==> config.mk <==
export PLATFORM = sky130hd
export DESIGN_NAME = rcca_alu
export DESIGN_NICKNAME = d
export VERILOG_FILES = /design/src/include/rcca_pkg.sv /design/src/verilog/rcca_alu.sv
export SDC_FILE = /design/constraint.sdc
export NUM_CORES = 1
export LEC_CHECK = 0
export ABC_AREA = 0
export BUFFER_PORTS_ARGS = -buffer_cell sky130_fd_sc_hd__buf_2
export CORE_MARGIN = 8
export CORE_UTILIZATION = 60
export CTS_CLUSTER_DIAMETER = 30
export DETAILED_ROUTE_END_ITERATION = 16
export GPL_TIMING_DRIVEN = 0
export PLACE_DENSITY = 0.76
export SYNTH_ARGS = -nofsm -noshare
export SYNTH_HDL_FRONTEND = slang
export SYNTH_SLANG_ARGS = --single-unit
==> constraint.sdc <==
create_clock -name pclk -period 3.6 [get_ports pclk]
set_input_delay 0.54 -clock pclk [delete_from_list [all_inputs] [get_ports pclk]]
set_output_delay 0.54 -clock pclk [all_outputs]
set_load 0.005 [all_outputs]
==> src/include/rcca_pkg.sv <==
// Package for the rotate / convert / compare datapath slice.
// Assumes a single 125 MHz clock and an APB master on the register side.
package rcca_pkg;
  localparam int unsigned RCCA_DATA_W = 32;
  localparam int unsigned RCCA_ADDR_W = 12;

  localparam logic [11:0] RCCA_OFS_CTRL = 12'h000;
  localparam logic [11:0] RCCA_OFS_OPERAND = 12'h004;
  localparam logic [11:0] RCCA_OFS_SOURCE = 12'h008;
  localparam logic [11:0] RCCA_OFS_ACCUM = 12'h00C;
  localparam logic [11:0] RCCA_OFS_HIGHDATA = 12'h010;
  localparam logic [11:0] RCCA_OFS_COUNT = 12'h014;
  localparam logic [11:0] RCCA_OFS_FLAGS = 12'h018;
  localparam logic [11:0] RCCA_OFS_RESULT = 12'h01C;
  localparam logic [11:0] RCCA_OFS_IPTR = 12'h020;
  localparam logic [11:0] RCCA_OFS_STATUS = 12'h024;
  localparam logic [11:0] RCCA_OFS_BRANCH = 12'h028;

  // CTRL fields: [3:0] opcode, [4] word size, [6:5] count source, [12:8] immediate count, [31] go
  localparam int unsigned RCCA_CTRL_OP_LSB = 0;
  localparam int unsigned RCCA_CTRL_WORD_BIT = 4;
  localparam int unsigned RCCA_CTRL_CSRC_LSB = 5;
  localparam int unsigned RCCA_CTRL_IMM_LSB = 8;
  localparam int unsigned RCCA_CTRL_GO_BIT = 31;

  // FLAGS fields
  localparam int unsigned RCCA_FLG_CARRY = 0;
  localparam int unsigned RCCA_FLG_PARITY = 2;
  localparam int unsigned RCCA_FLG_AUX = 4;
  localparam int unsigned RCCA_FLG_ZERO = 6;
  localparam int unsigned RCCA_FLG_SIGN = 7;
  localparam int unsigned RCCA_FLG_DIR = 10;
  localparam int unsigned RCCA_FLG_OVF = 11;

  // BRANCH fields: [0] conditional, [1] when carry set
  localparam int unsigned RCCA_BR_COND_BIT = 0;
  localparam int unsigned RCCA_BR_POL_BIT = 1;

  localparam logic [15:0] RCCA_FLAGS_RST = 16'h0002;
  localparam logic [15:0] RCCA_IPTR_STEP = 16'h0001;
  localparam logic [4:0] RCCA_COUNT_MASK = 5'h1F;
  localparam int unsigned RCCA_IDLE_CYCLES = 2;

  typedef enum logic [3:0] {
    RCCA_OP_ROTATE_LEFT = 4'h0,
    RCCA_OP_ROTATE_RIGHT = 4'h1,
    RCCA_OP_ROTATE_LEFT_THROUGH_CARRY = 4'h2,
    RCCA_OP_ROTATE_RIGHT_THROUGH_CARRY = 4'h3,
    RCCA_OP_WORD_TO_DOUBLE_EXTEND = 4'h4,
    RCCA_OP_BYTE_TO_WORD_EXTEND = 4'h5,
    RCCA_OP_IDLE = 4'h6,
    RCCA_OP_TEST = 4'h7,
    RCCA_OP_COMPARE = 4'h8,
    RCCA_OP_JUMP_IF_CARRY = 4'h9
  } rcca_op_t;

  typedef enum logic [1:0] {
    RCCA_CNT_ONE = 2'h0,
    RCCA_CNT_IMM = 2'h1,
    RCCA_CNT_REG = 2'h2
  } rcca_csrc_t;

  typedef enum logic [2:0] {
    RCCA_ST_IDLE = 3'b001,
    RCCA_ST_BUSY = 3'b010,
    RCCA_ST_DONE = 3'b100
  } rcca_state_t;

  typedef struct packed {
    logic ovf;
    logic dir;
    logic sign;
    logic zero;
    logic aux;
    logic parity;
    logic carry;
  } rcca_flags_t;

  typedef struct packed {
    logic [11:0] paddr;
    logic psel;
    logic penable;
    logic pwrite;
    logic [31:0] pwdata;
  } rcca_apb_req_t;
endpackage : rcca_pkg

==> src/verilog/rcca_alu.sv <==
// Rotate, sign-extend, idle, test and compare datapath with an APB register file.
// Assumes an APB master on pclk; all operations are started by software writes.
`timescale 1ns/1ps
`default_nettype none

// Behaviour
// - Plain rotates recirculate every bit leaving one end into the other end.
// - Rotates change only the carry and overflow flags.
// - Carry holds the last bit rotated out after every rotate.
// - Single-step rotate sets overflow when the top bit changed, else clears it.
// - Multi-step rotate leaves overflow undefined; here it is left unchanged.
// - Rotate count is one, an immediate, or the count register.
// - Rotate left moves top bit out and into bit zero.
// - Rotate right moves bit zero out and into the top bit.
// - Rotate left through carry treats carry as an extra top bit.
// - Rotate right through carry treats carry as an extra bottom bit.
// - Word to double fills high data register with accumulator sign, flags kept.
// - Byte to word copies low byte sign into upper byte, flags kept.
// - Idle is one byte, only advances the instruction pointer.
// - Idle occupies the execution unit for two clock cycles.
// - Test ANDs operands for flags only, never writes back.
// - Test clears overflow and direction, updates sign, zero, parity.
// - Compare subtracts source from destination, updates six flags, keeps operands.
// - Compare uses equal-size operands, both bytes or both words.
// - Unconditional transfers always taken; conditional ones follow earlier flags.
module rcca_alu
  import rcca_pkg::*;
#(
  parameter int unsigned MAX_COUNT = 31
)
(
  input wire logic pclk,
  input wire logic presetn,
  input wire logic psel,
  input wire logic penable,
  input wire logic pwrite,
  input wire logic [11:0] paddr,
  input wire logic [31:0] pwdata,
  input wire logic [3:0] pstrb,
  output logic [31:0] prdata,
  output logic pready,
  output logic pslverr,
  output logic busy,
  output logic done
);

  rcca_state_t state_ff;
  logic [31:0] ctrl_ff;
  logic [15:0] operand_ff;
  logic [15:0] source_ff;
  logic [15:0] accum_ff;
  logic [15:0] highdata_ff;
  logic [7:0] count_ff;
  rcca_flags_t flags_ff;
  logic [15:0] result_ff;
  logic [15:0] iptr_ff;
  logic [1:0] branch_ff;
  logic taken_ff;
  logic [4:0] steps_ff;
  logic [1:0] idle_cnt_ff;
  logic [31:0] prdata_ff;
  logic pready_ff;
  logic pslverr_ff;

  function automatic logic even_parity(input logic [7:0] v);
    even_parity = ~^v;
  endfunction : even_parity

  function automatic logic [31:0] merge_bytes(input logic [31:0] old, input logic [31:0] wd, input logic [3:0] be);
    logic [31:0] r;
    r = old;
    for (int i = 0; i < 4; i++)
    begin
      if (be[i])
      begin
        r[i*8 +: 8] = wd[i*8 +: 8];
      end
    end
    merge_bytes = r;
  endfunction : merge_bytes

  function automatic logic addr_known(input logic [11:0] a);
    addr_known = (a <= RCCA_OFS_BRANCH) && (a[1:0] == 2'h0);
  endfunction : addr_known

  rcca_op_t op;
  logic is_word;
  rcca_csrc_t csrc;
  logic [4:0] eff_count;
  logic setup;
  logic wr_access;
  logic rd_access;
  logic go;
  logic top_now;

  assign op = rcca_op_t'(ctrl_ff[RCCA_CTRL_OP_LSB +: 4]);
  assign is_word = ctrl_ff[RCCA_CTRL_WORD_BIT];
  assign csrc = rcca_csrc_t'(ctrl_ff[RCCA_CTRL_CSRC_LSB +: 2]);
  assign setup = psel && !penable;
  assign wr_access = psel && penable && pwrite && pready_ff;
  assign rd_access = psel && penable && !pwrite && pready_ff;
  assign go = wr_access && (paddr == RCCA_OFS_CTRL) && pstrb[3] && pwdata[RCCA_CTRL_GO_BIT]
    && (state_ff == RCCA_ST_IDLE);
  assign top_now = is_word ? operand_ff[15] : operand_ff[7];

  // Effective count from the selected source, masked to five bits
  always_comb
  begin
    unique case (csrc)
      RCCA_CNT_ONE: eff_count = 5'h01;
      RCCA_CNT_IMM: eff_count = ctrl_ff[RCCA_CTRL_IMM_LSB +: 5] & RCCA_COUNT_MASK;
      RCCA_CNT_REG: eff_count = count_ff[4:0] & RCCA_COUNT_MASK;
      default: eff_count = 5'h01;
    endcase
  end

  // Compare and test arithmetic, width-selected
  logic [16:0] diff;
  logic [4:0] diff_nib;
  logic [15:0] and_res;
  logic cmp_sign;
  logic cmp_zero;
  logic cmp_carry;
  logic cmp_ovf;
  logic and_sign;
  logic and_zero;

  always_comb
  begin
    diff = {1'b0, operand_ff} - {1'b0, source_ff};
    diff_nib = {1'b0, operand_ff[3:0]} - {1'b0, source_ff[3:0]};
    and_res = operand_ff & source_ff;
    if (is_word)
    begin
      cmp_sign = diff[15];
      cmp_zero = (diff[15:0] == 16'h0000);
      cmp_carry = diff[16];
      cmp_ovf = (operand_ff[15] != source_ff[15]) && (diff[15] != operand_ff[15]);
      and_sign = and_res[15];
      and_zero = (and_res == 16'h0000);
    end
    else
    begin
      cmp_sign = diff[7];
      cmp_zero = (diff[7:0] == 8'h00);
      cmp_carry = (operand_ff[7:0] < source_ff[7:0]);
      cmp_ovf = (operand_ff[7] != source_ff[7]) && (diff[7] != operand_ff[7]);
      and_sign = and_res[7];
      and_zero = (and_res[7:0] == 8'h00);
    end
  end

  // One rotate step per cycle
  logic [15:0] rot_val;
  logic rot_out;
  always_comb
  begin
    rot_val = operand_ff;
    rot_out = flags_ff.carry;
    unique case (op)
      RCCA_OP_ROTATE_LEFT:
      begin
        rot_out = top_now;
        rot_val = is_word ? {operand_ff[14:0], operand_ff[15]} : {8'h00, operand_ff[6:0], operand_ff[7]};
      end
      RCCA_OP_ROTATE_RIGHT:
      begin
        rot_out = operand_ff[0];
        rot_val = is_word ? {operand_ff[0], operand_ff[15:1]} : {8'h00, operand_ff[0], operand_ff[7:1]};
      end
      RCCA_OP_ROTATE_LEFT_THROUGH_CARRY:
      begin
        rot_out = top_now;
        rot_val = is_word ? {operand_ff[14:0], flags_ff.carry} : {8'h00, operand_ff[6:0], flags_ff.carry};
      end
      RCCA_OP_ROTATE_RIGHT_THROUGH_CARRY:
      begin
        rot_out = operand_ff[0];
        rot_val = is_word ? {flags_ff.carry, operand_ff[15:1]} : {8'h00, flags_ff.carry, operand_ff[7:1]};
      end
      default:
      begin
        rot_val = operand_ff;
        rot_out = flags_ff.carry;
      end
    endcase
  end

  logic is_rotate;
  assign is_rotate = (op == RCCA_OP_ROTATE_LEFT) || (op == RCCA_OP_ROTATE_RIGHT)
    || (op == RCCA_OP_ROTATE_LEFT_THROUGH_CARRY) || (op == RCCA_OP_ROTATE_RIGHT_THROUGH_CARRY);

  // Sequencer
  always_ff @(posedge pclk or negedge presetn)
  begin
    if (!presetn)
    begin
      state_ff <= RCCA_ST_IDLE;
      steps_ff <= 5'h00;
      idle_cnt_ff <= 2'h0;
    end
    else
    begin
      unique case (state_ff)
        RCCA_ST_IDLE:
        begin
          if (go)
          begin
            state_ff <= RCCA_ST_BUSY;
            steps_ff <= 5'h00;
            idle_cnt_ff <= 2'(RCCA_IDLE_CYCLES - 1);
          end
        end
        RCCA_ST_BUSY:
        begin
          if (is_rotate)
          begin
            if (steps_ff >= eff_count)
            begin
              state_ff <= RCCA_ST_DONE;
            end
            else
            begin
              steps_ff <= steps_ff + 5'h01;
            end
          end
          else if (op == RCCA_OP_IDLE)
          begin
            if (idle_cnt_ff == 2'h0)
            begin
              state_ff <= RCCA_ST_DONE;
            end
            else
            begin
              idle_cnt_ff <= idle_cnt_ff - 2'h1;
            end
          end
          else
          begin
            state_ff <= RCCA_ST_DONE;
          end
        end
        RCCA_ST_DONE:
        begin
          state_ff <= RCCA_ST_IDLE;
        end
      endcase
    end
  end

  logic rot_step;
  assign rot_step = (state_ff == RCCA_ST_BUSY) && is_rotate && (steps_ff < eff_count);
  logic exec_once;
  assign exec_once = (state_ff == RCCA_ST_BUSY) && !is_rotate;

  // Operand, accumulator and data registers
  always_ff @(posedge pclk or negedge presetn)
  begin
    if (!presetn)
    begin
      operand_ff <= 16'h0000;
      source_ff <= 16'h0000;
      accum_ff <= 16'h0000;
      highdata_ff <= 16'h0000;
      count_ff <= 8'h00;
      result_ff <= 16'h0000;
      ctrl_ff <= 32'h0000_0000;
      branch_ff <= 2'h0;
    end
    else
    begin
      if (wr_access && (state_ff == RCCA_ST_IDLE))
      begin
        unique case (paddr)
          RCCA_OFS_CTRL: ctrl_ff <= merge_bytes(ctrl_ff, pwdata, pstrb) & 32'h7FFF_FFFF;
          RCCA_OFS_OPERAND: operand_ff <= 16'(merge_bytes({16'h0000, operand_ff}, pwdata, pstrb));
          RCCA_OFS_SOURCE: source_ff <= 16'(merge_bytes({16'h0000, source_ff}, pwdata, pstrb));
          RCCA_OFS_ACCUM: accum_ff <= 16'(merge_bytes({16'h0000, accum_ff}, pwdata, pstrb));
          RCCA_OFS_HIGHDATA: highdata_ff <= 16'(merge_bytes({16'h0000, highdata_ff}, pwdata, pstrb));
          RCCA_OFS_COUNT: count_ff <= 8'(merge_bytes({24'h000000, count_ff}, pwdata, pstrb));
          RCCA_OFS_BRANCH: branch_ff <= 2'(merge_bytes({30'h0, branch_ff}, pwdata, pstrb));
          default: ;
        endcase
      end
      if (rot_step)
      begin
        operand_ff <= rot_val;
        result_ff <= rot_val;
      end
      if (exec_once)
      begin
        unique case (op)
          RCCA_OP_WORD_TO_DOUBLE_EXTEND: highdata_ff <= {16{accum_ff[15]}};
          RCCA_OP_BYTE_TO_WORD_EXTEND: accum_ff <= {{8{accum_ff[7]}}, accum_ff[7:0]};
          RCCA_OP_TEST: result_ff <= is_word ? and_res : {8'h00, and_res[7:0]};
          RCCA_OP_COMPARE: result_ff <= is_word ? diff[15:0] : {8'h00, diff[7:0]};
          default: ;
        endcase
      end
    end
  end

  // Flags, instruction pointer and transfer decision
  always_ff @(posedge pclk or negedge presetn)
  begin
    if (!presetn)
    begin
      flags_ff <= rcca_flags_t'(7'h00);
      iptr_ff <= 16'h0000;
      taken_ff <= 1'b0;
    end
    else
    begin
      if (wr_access && (state_ff == RCCA_ST_IDLE) && (paddr == RCCA_OFS_FLAGS))
      begin
        flags_ff <= '{ovf: pwdata[RCCA_FLG_OVF], dir: pwdata[RCCA_FLG_DIR], sign: pwdata[RCCA_FLG_SIGN],
          zero: pwdata[RCCA_FLG_ZERO], aux: pwdata[RCCA_FLG_AUX], parity: pwdata[RCCA_FLG_PARITY],
          carry: pwdata[RCCA_FLG_CARRY]};
      end
      if (wr_access && (state_ff == RCCA_ST_IDLE) && (paddr == RCCA_OFS_IPTR))
      begin
        iptr_ff <= pwdata[15:0];
      end
      if (rot_step)
      begin
        flags_ff.carry <= rot_out;
        if (eff_count == 5'h01)
        begin
          flags_ff.ovf <= (is_word ? rot_val[15] : rot_val[7]) ^ top_now;
        end
      end
      if (exec_once)
      begin
        unique case (op)
          RCCA_OP_IDLE: iptr_ff <= (idle_cnt_ff == 2'h0) ? iptr_ff + RCCA_IPTR_STEP : iptr_ff;
          RCCA_OP_TEST:
          begin
            flags_ff.ovf <= 1'b0;
            flags_ff.dir <= 1'b0;
            flags_ff.sign <= and_sign;
            flags_ff.zero <= and_zero;
            flags_ff.parity <= even_parity(and_res[7:0]);
          end
          RCCA_OP_COMPARE:
          begin
            flags_ff.ovf <= cmp_ovf;
            flags_ff.sign <= cmp_sign;
            flags_ff.zero <= cmp_zero;
            flags_ff.aux <= diff_nib[4];
            flags_ff.parity <= even_parity(diff[7:0]);
            flags_ff.carry <= cmp_carry;
          end
          RCCA_OP_JUMP_IF_CARRY:
          begin
            taken_ff <= !branch_ff[RCCA_BR_COND_BIT]
              || (flags_ff.carry == branch_ff[RCCA_BR_POL_BIT]);
          end
          default: ;
        endcase
      end
    end
  end

  // APB slave: zero wait states, error on unmapped address
  always_ff @(posedge pclk or negedge presetn)
  begin
    if (!presetn)
    begin
      pready_ff <= 1'b0;
      pslverr_ff <= 1'b0;
      prdata_ff <= 32'h0000_0000;
    end
    else
    begin
      pready_ff <= setup;
      pslverr_ff <= setup && !addr_known(paddr);
      if (setup && !pwrite)
      begin
        unique case (paddr)
          RCCA_OFS_CTRL: prdata_ff <= ctrl_ff;
          RCCA_OFS_OPERAND: prdata_ff <= {16'h0000, operand_ff};
          RCCA_OFS_SOURCE: prdata_ff <= {16'h0000, source_ff};
          RCCA_OFS_ACCUM: prdata_ff <= {16'h0000, accum_ff};
          RCCA_OFS_HIGHDATA: prdata_ff <= {16'h0000, highdata_ff};
          RCCA_OFS_COUNT: prdata_ff <= {24'h000000, count_ff};
          RCCA_OFS_FLAGS: prdata_ff <= {20'h00000, flags_ff.ovf, flags_ff.dir, 2'h0, flags_ff.sign,
            flags_ff.zero, 1'b0, flags_ff.aux, 1'b0, flags_ff.parity, 1'b1, flags_ff.carry};
          RCCA_OFS_RESULT: prdata_ff <= {16'h0000, result_ff};
          RCCA_OFS_IPTR: prdata_ff <= {16'h0000, iptr_ff};
          RCCA_OFS_STATUS: prdata_ff <= {29'h0, taken_ff, state_ff == RCCA_ST_DONE, state_ff != RCCA_ST_IDLE};
          RCCA_OFS_BRANCH: prdata_ff <= {30'h0, branch_ff};
          default: prdata_ff <= 32'h0000_0000;
        endcase
      end
      else if (rd_access)
      begin
        prdata_ff <= prdata_ff;
      end
    end
  end

  assign prdata = prdata_ff;
  assign pready = pready_ff;
  assign pslverr = pslverr_ff;
  assign busy = state_ff[1];
  assign done = state_ff[2];

endmodule : rcca_alu
`default_nettype wire

* Word-level counts from Yosys, hierarchy flattened
Cells that the tools add are included.
** Storage, ports and cells
- Output and inout port bits :: 36
- Register bits :: 189
- Logic and storage cells :: 208
- Input bits :: 53
** Cells by class
- Equality and inequality tests :: 41
- Add/subtract/negate cells :: 5
- Reductions and logical operators :: 59
- Mux-type cells :: 68
- Bitwise operators :: 2
- Order comparisons :: 4
** Operators by type and width (count)
- $mux W16 :: 23
- $pmux W31 S11 :: 1
- $pmux W16 S4 :: 1
- $eq A12 B5 Y1 const B :: 4
- $mux W8 :: 6
- $eq A12 B6 Y1 const B :: 3
- $reduce_and A3 Y1 :: 11
- $logic_not A16 Y1 :: 2
- $pmux W16 S2 :: 1
- $eq A12 B4 Y1 const B :: 2
- $pmux W5 S2 :: 2
- $logic_and A1 B1 Y1 :: 19
- $sub A16 B16 Y17 :: 1
- $add A16 B1 Y16 const B :: 1
- $and A16 B16 Y16 :: 1
- $eq A4 B3 Y1 const B :: 4
- $logic_not A8 Y1 :: 2
- $reduce_xnor A8 Y1 :: 2
- $mux W3 :: 5
- $mux W5 :: 3
- $mux W1 :: 14
- $mux W7 :: 2
- $ne A2 B2 Y1 const B :: 7
- $eq A12 B3 Y1 const B :: 1
- 37 further kinds :: 61

* Logic depth before layout (Yosys ltp)
Gate-level depths: netlist of the first run.
- Depth in word-level cells :: 10
- Depth in mapped cells :: 17
- Mapped depth without buffers :: 17

* Worst setup path before layout of the first run
No wires, ideal clock.
- Path type :: reg-to-reg
- Start :: reg ctrl_ff[5]
- End :: reg result_ff[2]
- Stages on the path, launching flop included :: 14
- Data arrival time :: 2.865 ns
- Data required time :: 3.465 ns
- Slack :: 0.600 ns
- Path through :: dfrtp_1 inv_1 ha_1 a22oi_1 or2_2 ha_1 a21oi_1 o2111ai_1 or3_1 clkbuf_1 clkbuf_1 clkbuf_1 a211oi_1 o31ai_1
** Between the ends
- Longest elaborated chain between the ends :: 7
- Elaborated cells on any way between the ends :: 8
** RTL lines
- start: declaration :: RTL line rcca_alu.sv:48 : logic [31:0] ctrl_ff;
- start signal: assignment :: RTL line rcca_alu.sv:275 : RCCA_OFS_CTRL: ctrl_ff <= merge_bytes(ctrl_ff, pwdata, pstrb) & 32'h7FFF_FFFF;
- $eq A2 B2 Y1 or $eq A2 B1 Y1 (tied branches) :: RTL line rcca_alu.sv:109 : unique case (csrc)
- $pmux W5 S2 (*) :: RTL line rcca_alu.sv:109
- $lt A5 B5 Y1 (*) :: RTL line rcca_alu.sv:252 : assign rot_step = (state_ff == RCCA_ST_BUSY) && is_rotate && (steps_ff < eff_count);
- $logic_and A1 B1 Y1 (*) :: RTL line rcca_alu.sv:252
- $mux W16 (*) :: RTL line rcca_alu.sv:285 : if (rot_step)
- $pmux W16 S2 :: RTL line rcca_alu.sv:292 : unique case (op)
- $mux W16 (*) :: RTL line rcca_alu.sv:290 : if (exec_once)
- end signal: assignment :: RTL line rcca_alu.sv:288 : result_ff <= rot_val;
- end signal: assignment :: RTL line rcca_alu.sv:295 : RCCA_OP_TEST: result_ff <= is_word ? and_res : {8'h00, and_res[7:0]};
- end signal: assignment :: RTL line rcca_alu.sv:296 : RCCA_OP_COMPARE: result_ff <= is_word ? diff[15:0] : {8'h00, diff[7:0]};
- end: declaration :: RTL line rcca_alu.sv:55 : logic [15:0] result_ff;
Every way passes the cells marked *; elsewhere a longest branch is shown, timed or not.
A chain may end at the register's enable or synchronous reset.

* Worst setup path after layout of the first run
- Start :: in paddr[2]
- End :: reg prdata_ff[8], in the netlist prdata[8]
** Between the ends
- Longest elaborated chain between the ends :: 2
- Elaborated cells on any way between the ends :: 12
** RTL lines
- start: declaration :: RTL line rcca_alu.sv:37 : input wire logic [11:0] paddr,
- $eq A12 B6 Y1 (tied with other cells) :: RTL line rcca_alu.sv:379 : unique case (paddr)
- $pmux W31 S11 (*) :: RTL line rcca_alu.sv:379
- end signal: assignment :: RTL line rcca_alu.sv:380 : RCCA_OFS_CTRL: prdata_ff <= ctrl_ff;
- end signal: assignment :: RTL line rcca_alu.sv:381 : RCCA_OFS_OPERAND: prdata_ff <= {16'h0000, operand_ff};
- end signal: assignment :: RTL line rcca_alu.sv:382 : RCCA_OFS_SOURCE: prdata_ff <= {16'h0000, source_ff};
- end: declaration :: RTL line rcca_alu.sv:61 : logic [31:0] prdata_ff;
Marks and branches as above.

==> flow_metrics.tcl, run 1 <==
set metrics [dict create \
    worst_r2r_path_depth 11 \
    drive_above_1_share_pct 17.4 \
    synth_compound_area_share_pct 20.2 \
    synth.top_cells.by_area "dfrtp_1 (43%), ha_1 (5.9%), nand2_1 (5.7%), mux2_2 (4.9%), o21ai_0 (3.3%)" \
    ys_warn_count 0 \
    holdWs_ns 0.0157 \
    rsz0062_at_grt "false" \
    grt_antenna_before_repair 0 \
    first_global_vias 9856 \
    post_drt_via_cell_ratio 6.78 \
    htree_levels 4 \
    synthSimpleGateAreaFrac_pct 16.6 \
    syn_inst 1149 \
    skew_ns 0.0109 \
    relSlewSlack_pct 5.93 \
    synth_mux_area_share_pct 7.85 \
    drc 0 \
    route.detailed.wl_per_inst_um 24.4 \
    coreArea_um2 17800 \
    p_leak_nw 5.56 \
    slowest_stage "nor4_2" \
    outcome "complete, no violations" \
    io_pins 89 \
    yosys.area.top_type "dfrtp_1" \
    fin_crit_sh_pct 97.0 \
    holdCritPathClass "in2async" \
    io_buffers 87 \
    synth_top_area_share_pct 43.1 \
    setup_viol 0 \
    numCtsBuffers 17 \
    ant_nets 0 \
    drv_slew 0 \
    synth_fa_ha_area_share_pct 6.06 \
    critPathRequiredTime_ns 3.99 \
    syn_to_final_growth_pct 13.1 \
    drt-total-wl_um 36600 \
    cts.clk_slew.worst_paths_ns 0.08 \
    crit_path_start "paddr[2]" \
    crit_path_end_kind "register" \
    synthArstFlopShare_pct 100 \
    syn_area_per_cell_um2 9.45 \
    grt_max_degree 121 \
    dp_hpwl_um 26900 \
    n_antenna_cell 0 \
    ff2ff_setup_slack_ns 0.17 \
    clock_latency_ns 0.45 \
    critPathKind "in2reg" \
    grt-ovfl-total 0 \
    die_w_um 150 \
    ys_seq_area_share_pct 43.4 \
    synth_seq_cells 188 \
    setup_tns_ns 0 \
    synthXorXnorAreaFrac_pct 1.78 \
    synthTopCellsByCount "dfrtp_1 (187), nand2_1 (165), o21ai_0 (71)" \
    arrival_ns 3.89 \
    path_common_cell "clkbuf_1" \
    cts_root_buf "clkbuf_16" \
    cts_tree "done" \
    ir_drop_v 0.000309 \
    postCtsHoldBufs 0 \
    hold_violations 0 \
    dr.pass1.iters 8 \
    dieHeight_um 150 \
    syn_nets 1254 \
    cellPowerDensity_nw_per_um2 382 \
    synth_top_family_by_area "compound AO/OA/AOI/OAI gates" \
    r2r-end "result_ff[0]" \
    critPathMaxFanout 10 \
    place_congestion 1.01 \
    post-route-min-period_ns 3.49 \
    maxCapViolCount 0 \
    max_stage_delay_ns 1.07 \
    timing.rr.start "ctrl_ff[5]" \
    synth_edf_count 0 \
    rows 49 \
    synth.most_common_cell "dfrtp_1" \
    clock.fmax_mhz 286 \
    start_util_pct 60.8 \
    worstSetupEndpoint "prdata[8]" \
    grt_pass1_wl_um 55900 \
    clockBufferDepth 2 \
    num-nets-final 1361 \
    crit_chain "buf_2 > or4b_2 > clkbuf_1 > nor4_2 > clkbuf_1 > a22oi_1 > a31oi_1 > a21o_1" \
    cts_sinks 188 \
    grt.total_usage_pct 32.7 \
    num_vias 10152 \
    cp-start-kind "primary input" \
    worst_slew_pin_slew_ns 1.40 \
    yosys.cell_types.count 80 \
    synth_area_um2 10900 \
    drtIter0Drc 1377 \
    dieArea_um2 22600 \
    synth-main-ff-cell "dfrtp_1" \
]
==> per-stage QoR <==
step	cells	power [mW]	worst slack [ns]	instance area [um2]	utilization, %
6_report	1498	4.68	0.106	12300	68.8
5_1_grt	1498	4.81	0.0365	12300	68.8
4_1_cts	1497	4.66	0.0455	12200	68.6
3_5_place_dp	1466	2.74	-0.343	11600	65.1
3_3_place_gp	1465	2.73	-1.13	11600	64.9
2_1_floorplan	1149	2.49	0.600	10900	-
==> where the power goes <==
group	switching (mW)	internal, mW
clock network	0.954	0.993
registers	0.0429	2.15
logic	0.388	0.157
==> cell type report <==
type / instances / area (um2)
inverter: 45 / 169
clock buffer: 17 / 425
buffer: 63 / 272
timing repair buffer: 90 / 488
multi-input combinational: 851 / 5750
fill: 1444 / 5570
clock inverter: 15 / 173
sequential: 188 / 4710
tap: 229 / 287
==> worst min path at each step <==
stage               start     endpoint  slack [ns]  cells after the start
2_1_floorplan     presetn  accum_ff[0]        0.24                      0
3_3_place_gp   prdata[21]   prdata[21]        0.44                      2
3_5_place_dp   prdata[29]   prdata[29]        0.45                      2
4_1_cts           presetn  steps_ff[4]        0.05                      1
5_1_grt           presetn  steps_ff[4]        0.06                      1
6_report          presetn  steps_ff[4]        0.02                      1
==> routing by layer <==
metal,vias to the layer above,GRT usage [%],wire (um)
li1,4442,-,-
met2,714,50.3,16300
met1,4842,41.1,13800
met4,0,17.3,1880
met5,-,0,0
met3,154,9.35,4700
==> cell families (layout without fill, tap and decap cells) <==
group / count (synthesis) / count (layout)
AND/OR/NAND/NOR: 369 / 369
AO/OA/AOI/OAI: 329 / 329
flip-flops: 188 / 188
buffers and inverters: 110 / 230
multiplexers: 78 / 78
adder cells (fa/ha/maj): 52 / 52
XOR/XNOR: 22 / 22
other: 1 / 1
==> critical path: cells and delay by family <==
family | cells | cell delay [ns]
simple gates | 2 | 1.72
buf+inv | 3 | 0.95
compound gates | 3 | 0.67
==> placed cells by master, fill, tap and decap left out, types with 6 or more instances in the layout <==
cell type / instances
inv_1: 45
xor2_1: 9
nor4_1: 7
nand3_1: 37
a21oi_1: 54
mux2i_1: 30
nand4_1: 7
buf_2: 99
a31oi_1: 45
clkbuf_16: 17
o21ai_0: 71
o221ai_1: 6
nand2_1: 165
mux2_2: 47
or3_1: 10
a221o_1: 7
nor2_1: 52
ha_1: 51
a221oi_1: 10
a22oi_1: 34
a222oi_1: 11
xnor2_1: 13
nor3_1: 13
a22o_1: 8
or2_2: 11
a21o_1: 17
o22ai_1: 10
and3_1: 10
dfrtp_1: 186
nand2b_1: 9
nor2b_1: 9
clkbuf_1: 40
==> sequential cells by signal, indices dropped and copies added, names as in the netlist, 3 cells and up <==
name         count
ctrl_ff         31
prdata          31
accum_ff        16
highdata_ff     16
iptr_ff         16
operand_ff      16
result_ff       16
source_ff       16
count_ff         8
flags_ff         7
steps_ff         5
state_ff         3
==> timing repair <==
action                                  CTS  global route
endpoints found under the setup margin   29            30
pin swaps                                 0             1
resized for setup                         6             7
setup buffers                             0             2
No activity file was read; power rests on OpenSTA's default activity.
==> run 2: changes to the inputs <==
Settings changed: CORE_ASPECT_RATIO from default to 1.1, CTS_BUF_LIST from default to sky130_fd_sc_hd__clkbuf_8, CTS_CLUSTER_SIZE from default to 8.
==> run 2 against run 1 <==
Hold slack better by 0.093 ns. Clock skew is 0.0061 ns higher. Non-clock buffer count is 2 higher. Sequential power hardly changed. Register-to-register slack worse by 0.12 ns. Clock power is 31% lower. Cell count is 0.73% higher. Total power is 13% lower. Critical path type is now reg2reg.
==> flow_metrics.tcl, run 2 (synthesis results as in run 1) <==
set metrics [dict create \
    coreArea_um2 17700 \
    first_global_vias 9537 \
    setup_tns_ns 0 \
    syn_to_final_growth_pct 10.9 \
    outcome "complete, no violations" \
    max_stage_delay_ns 0.41 \
    io_buffers 87 \
    dieHeight_um 157 \
    start_util_pct 61.2 \
    holdCritPathClass "in2async" \
    dp_hpwl_um 26000 \
    critPathRequiredTime_ns 3.93 \
    mostFrequentLayoutCell "dfrtp_1" \
    p_total_mw 4.07 \
    clockBufferDepth 2 \
    arrival_ns 3.88 \
    skew_ns 0.0169 \
    n_antenna_cell 0 \
    post-route-min-period_ns 3.55 \
    drive_above_1_share_pct 17.2 \
    cts_sinks 188 \
    drv_slew 0 \
    grt.total_usage_pct 30.6 \
    setup_viol 0 \
    p_clk_share_pct 33.3 \
    path_common_cell "ha_1" \
    seqPwrFrac_pct 53.9 \
    cp-start-kind "register" \
    num_vias 9921 \
    crit_chain "inv_1 > ha_1 > a22oi_1 > or2_2 > ha_1 > a21oi_1 > o2111ai_2 > buf_4 > nor3_4 > buf_2 > nor2_1 > a31oi_1 > a32oi_1" \
    route.detailed.wl_per_inst_um 22.6 \
    crit_path_end_kind "register" \
    critPathMaxFanout 10 \
    dieArea_um2 22700 \
    holdWs_ns 0.109 \
    grt-ovfl-total 0 \
    numCtsBuffers 17 \
    dpl_cell_area_um2 11600 \
    cellPowerDensity_nw_per_um2 338 \
    dr.pass1.iters 9 \
    p_switching_mw 1.26 \
    intPower_mw 2.81 \
    final_cell_mix "dfrtp_1 (187), nand2_1 (165), buf_2 (101)" \
    worst_slew_pin_slew_ns 1.38 \
    relSlewSlack_pct 6.94 \
    rsz0062_at_grt "false" \
    post_drt_via_cell_ratio 6.57 \
    drc 0 \
    rows 51 \
    dpl.cell_count 1475 \
    die_w_um 144 \
    p_leak_nw 5.45 \
    hold_violations 0 \
    cts_root_buf "clkbuf_8" \
    pwr-share-comb_pct 12.8 \
    clock.fmax_mhz 282 \
    maxCapViolCount 0 \
    seqCellArea_um2 4710 \
    fin_crit_sh_pct 98.5 \
    cts.clk_slew.worst_paths_ns 0.11 \
    stdcell_count 1509 \
    n_fill_cell 1485 \
    ant_nets 0 \
    slowest_stage "dfrtp_1" \
    critPathKind "reg2reg" \
    grt_pass1_wl_um 52900 \
    num-nets-final 1363 \
    swShare_pct 30.9 \
    multi_input_area_um2 5730 \
    grt_max_degree 114 \
    ir_drop_v 0.000226 \
    grt_antenna_before_repair 0 \
    postLayoutCellArea_um2 12000 \
    io_pins 89 \
    htree_levels 4 \
    cts_tree "done" \
    drt-total-wl_um 34100 \
    drtIter0Drc 1163 \
    clock_latency_ns 0.48 \
    place_congestion 0.956 \
]
==> run 2: cell type report <==
type	instances	area share, %
Multi-Input combinational cell	851	47.6
Sequential cell	188	39.1
Timing Repair Buffer	90	4.05
Tap cell	238	2.47
Buffer	65	2.32
Clock buffer	17	1.94
Inverter	45	1.40
Clock inverter	15	1.07
==> run 2: stage by stage <==
stage / utilization [%] / setup slack, ns
after CTS: 67.7 / -0.0259
after global routing: 67.8 / 0.0124
after detailed placement: 65.5 / -0.438
after floorplan: - / 0.600
final: 67.8 / 0.0536
after global placement: 65.3 / -1.11
==> run 2: critical path: cells and delay by family, from the launching register on <==
kind	cells	cell delay, ns
flops	1	0.41
fa+ha+maj	2	0.57
buf+inv	3	0.69
simple gates	3	0.83
compound gates	5	0.91
==> run 2: final timing paths <==
path                       startpoint           to  slack [ns]  cells past startpoint
setup / recovery           ctrl_ff[6]  flags_ff[0]        0.05                     13
hold / removal                presetn  ctrl_ff[26]        0.11                      1
setup reg to reg           ctrl_ff[6]  flags_ff[0]        0.05                     13
hold reg to reg            prdata[17]   prdata[17]        0.47                      2
max in group asynchronous     presetn   ctrl_ff[8]        2.61                      2
min in group pclk          pwdata[26]  ctrl_ff[26]        0.29                      2
==> run 2: power by group through the flow <==
stage | Sequential (mW) | Combinational [mW] | Clock [mW]
final | 2.19 | 0.521 | 1.35
after CTS | 2.19 | 0.503 | 1.35
after floorplan | 2.22 | 0.264 | 0
after detailed placement | 2.23 | 0.496 | 0
after global placement | 2.23 | 0.480 | 0
after global routing | 2.20 | 0.567 | 1.44
==> run 2: per-layer routing <==
layer	vias to the layer above	share of wire, %	track usage, %	wire length (um)
met5	-	0	0	0
met4	0	3.3	11.9	1130
met3	91	11	6.39	3660
met2	592	46	49.6	15800
met1	4800	40	39.5	13500
li1	4438	-	-	-
==> run 2: timing repair <==
action	in CTS	in global routing
setup endpoints to repair	25	27
hold buffers	0	0
resized for setup	4	9
pin swaps	0	1
cloned	0	0
setup buffers	0	2
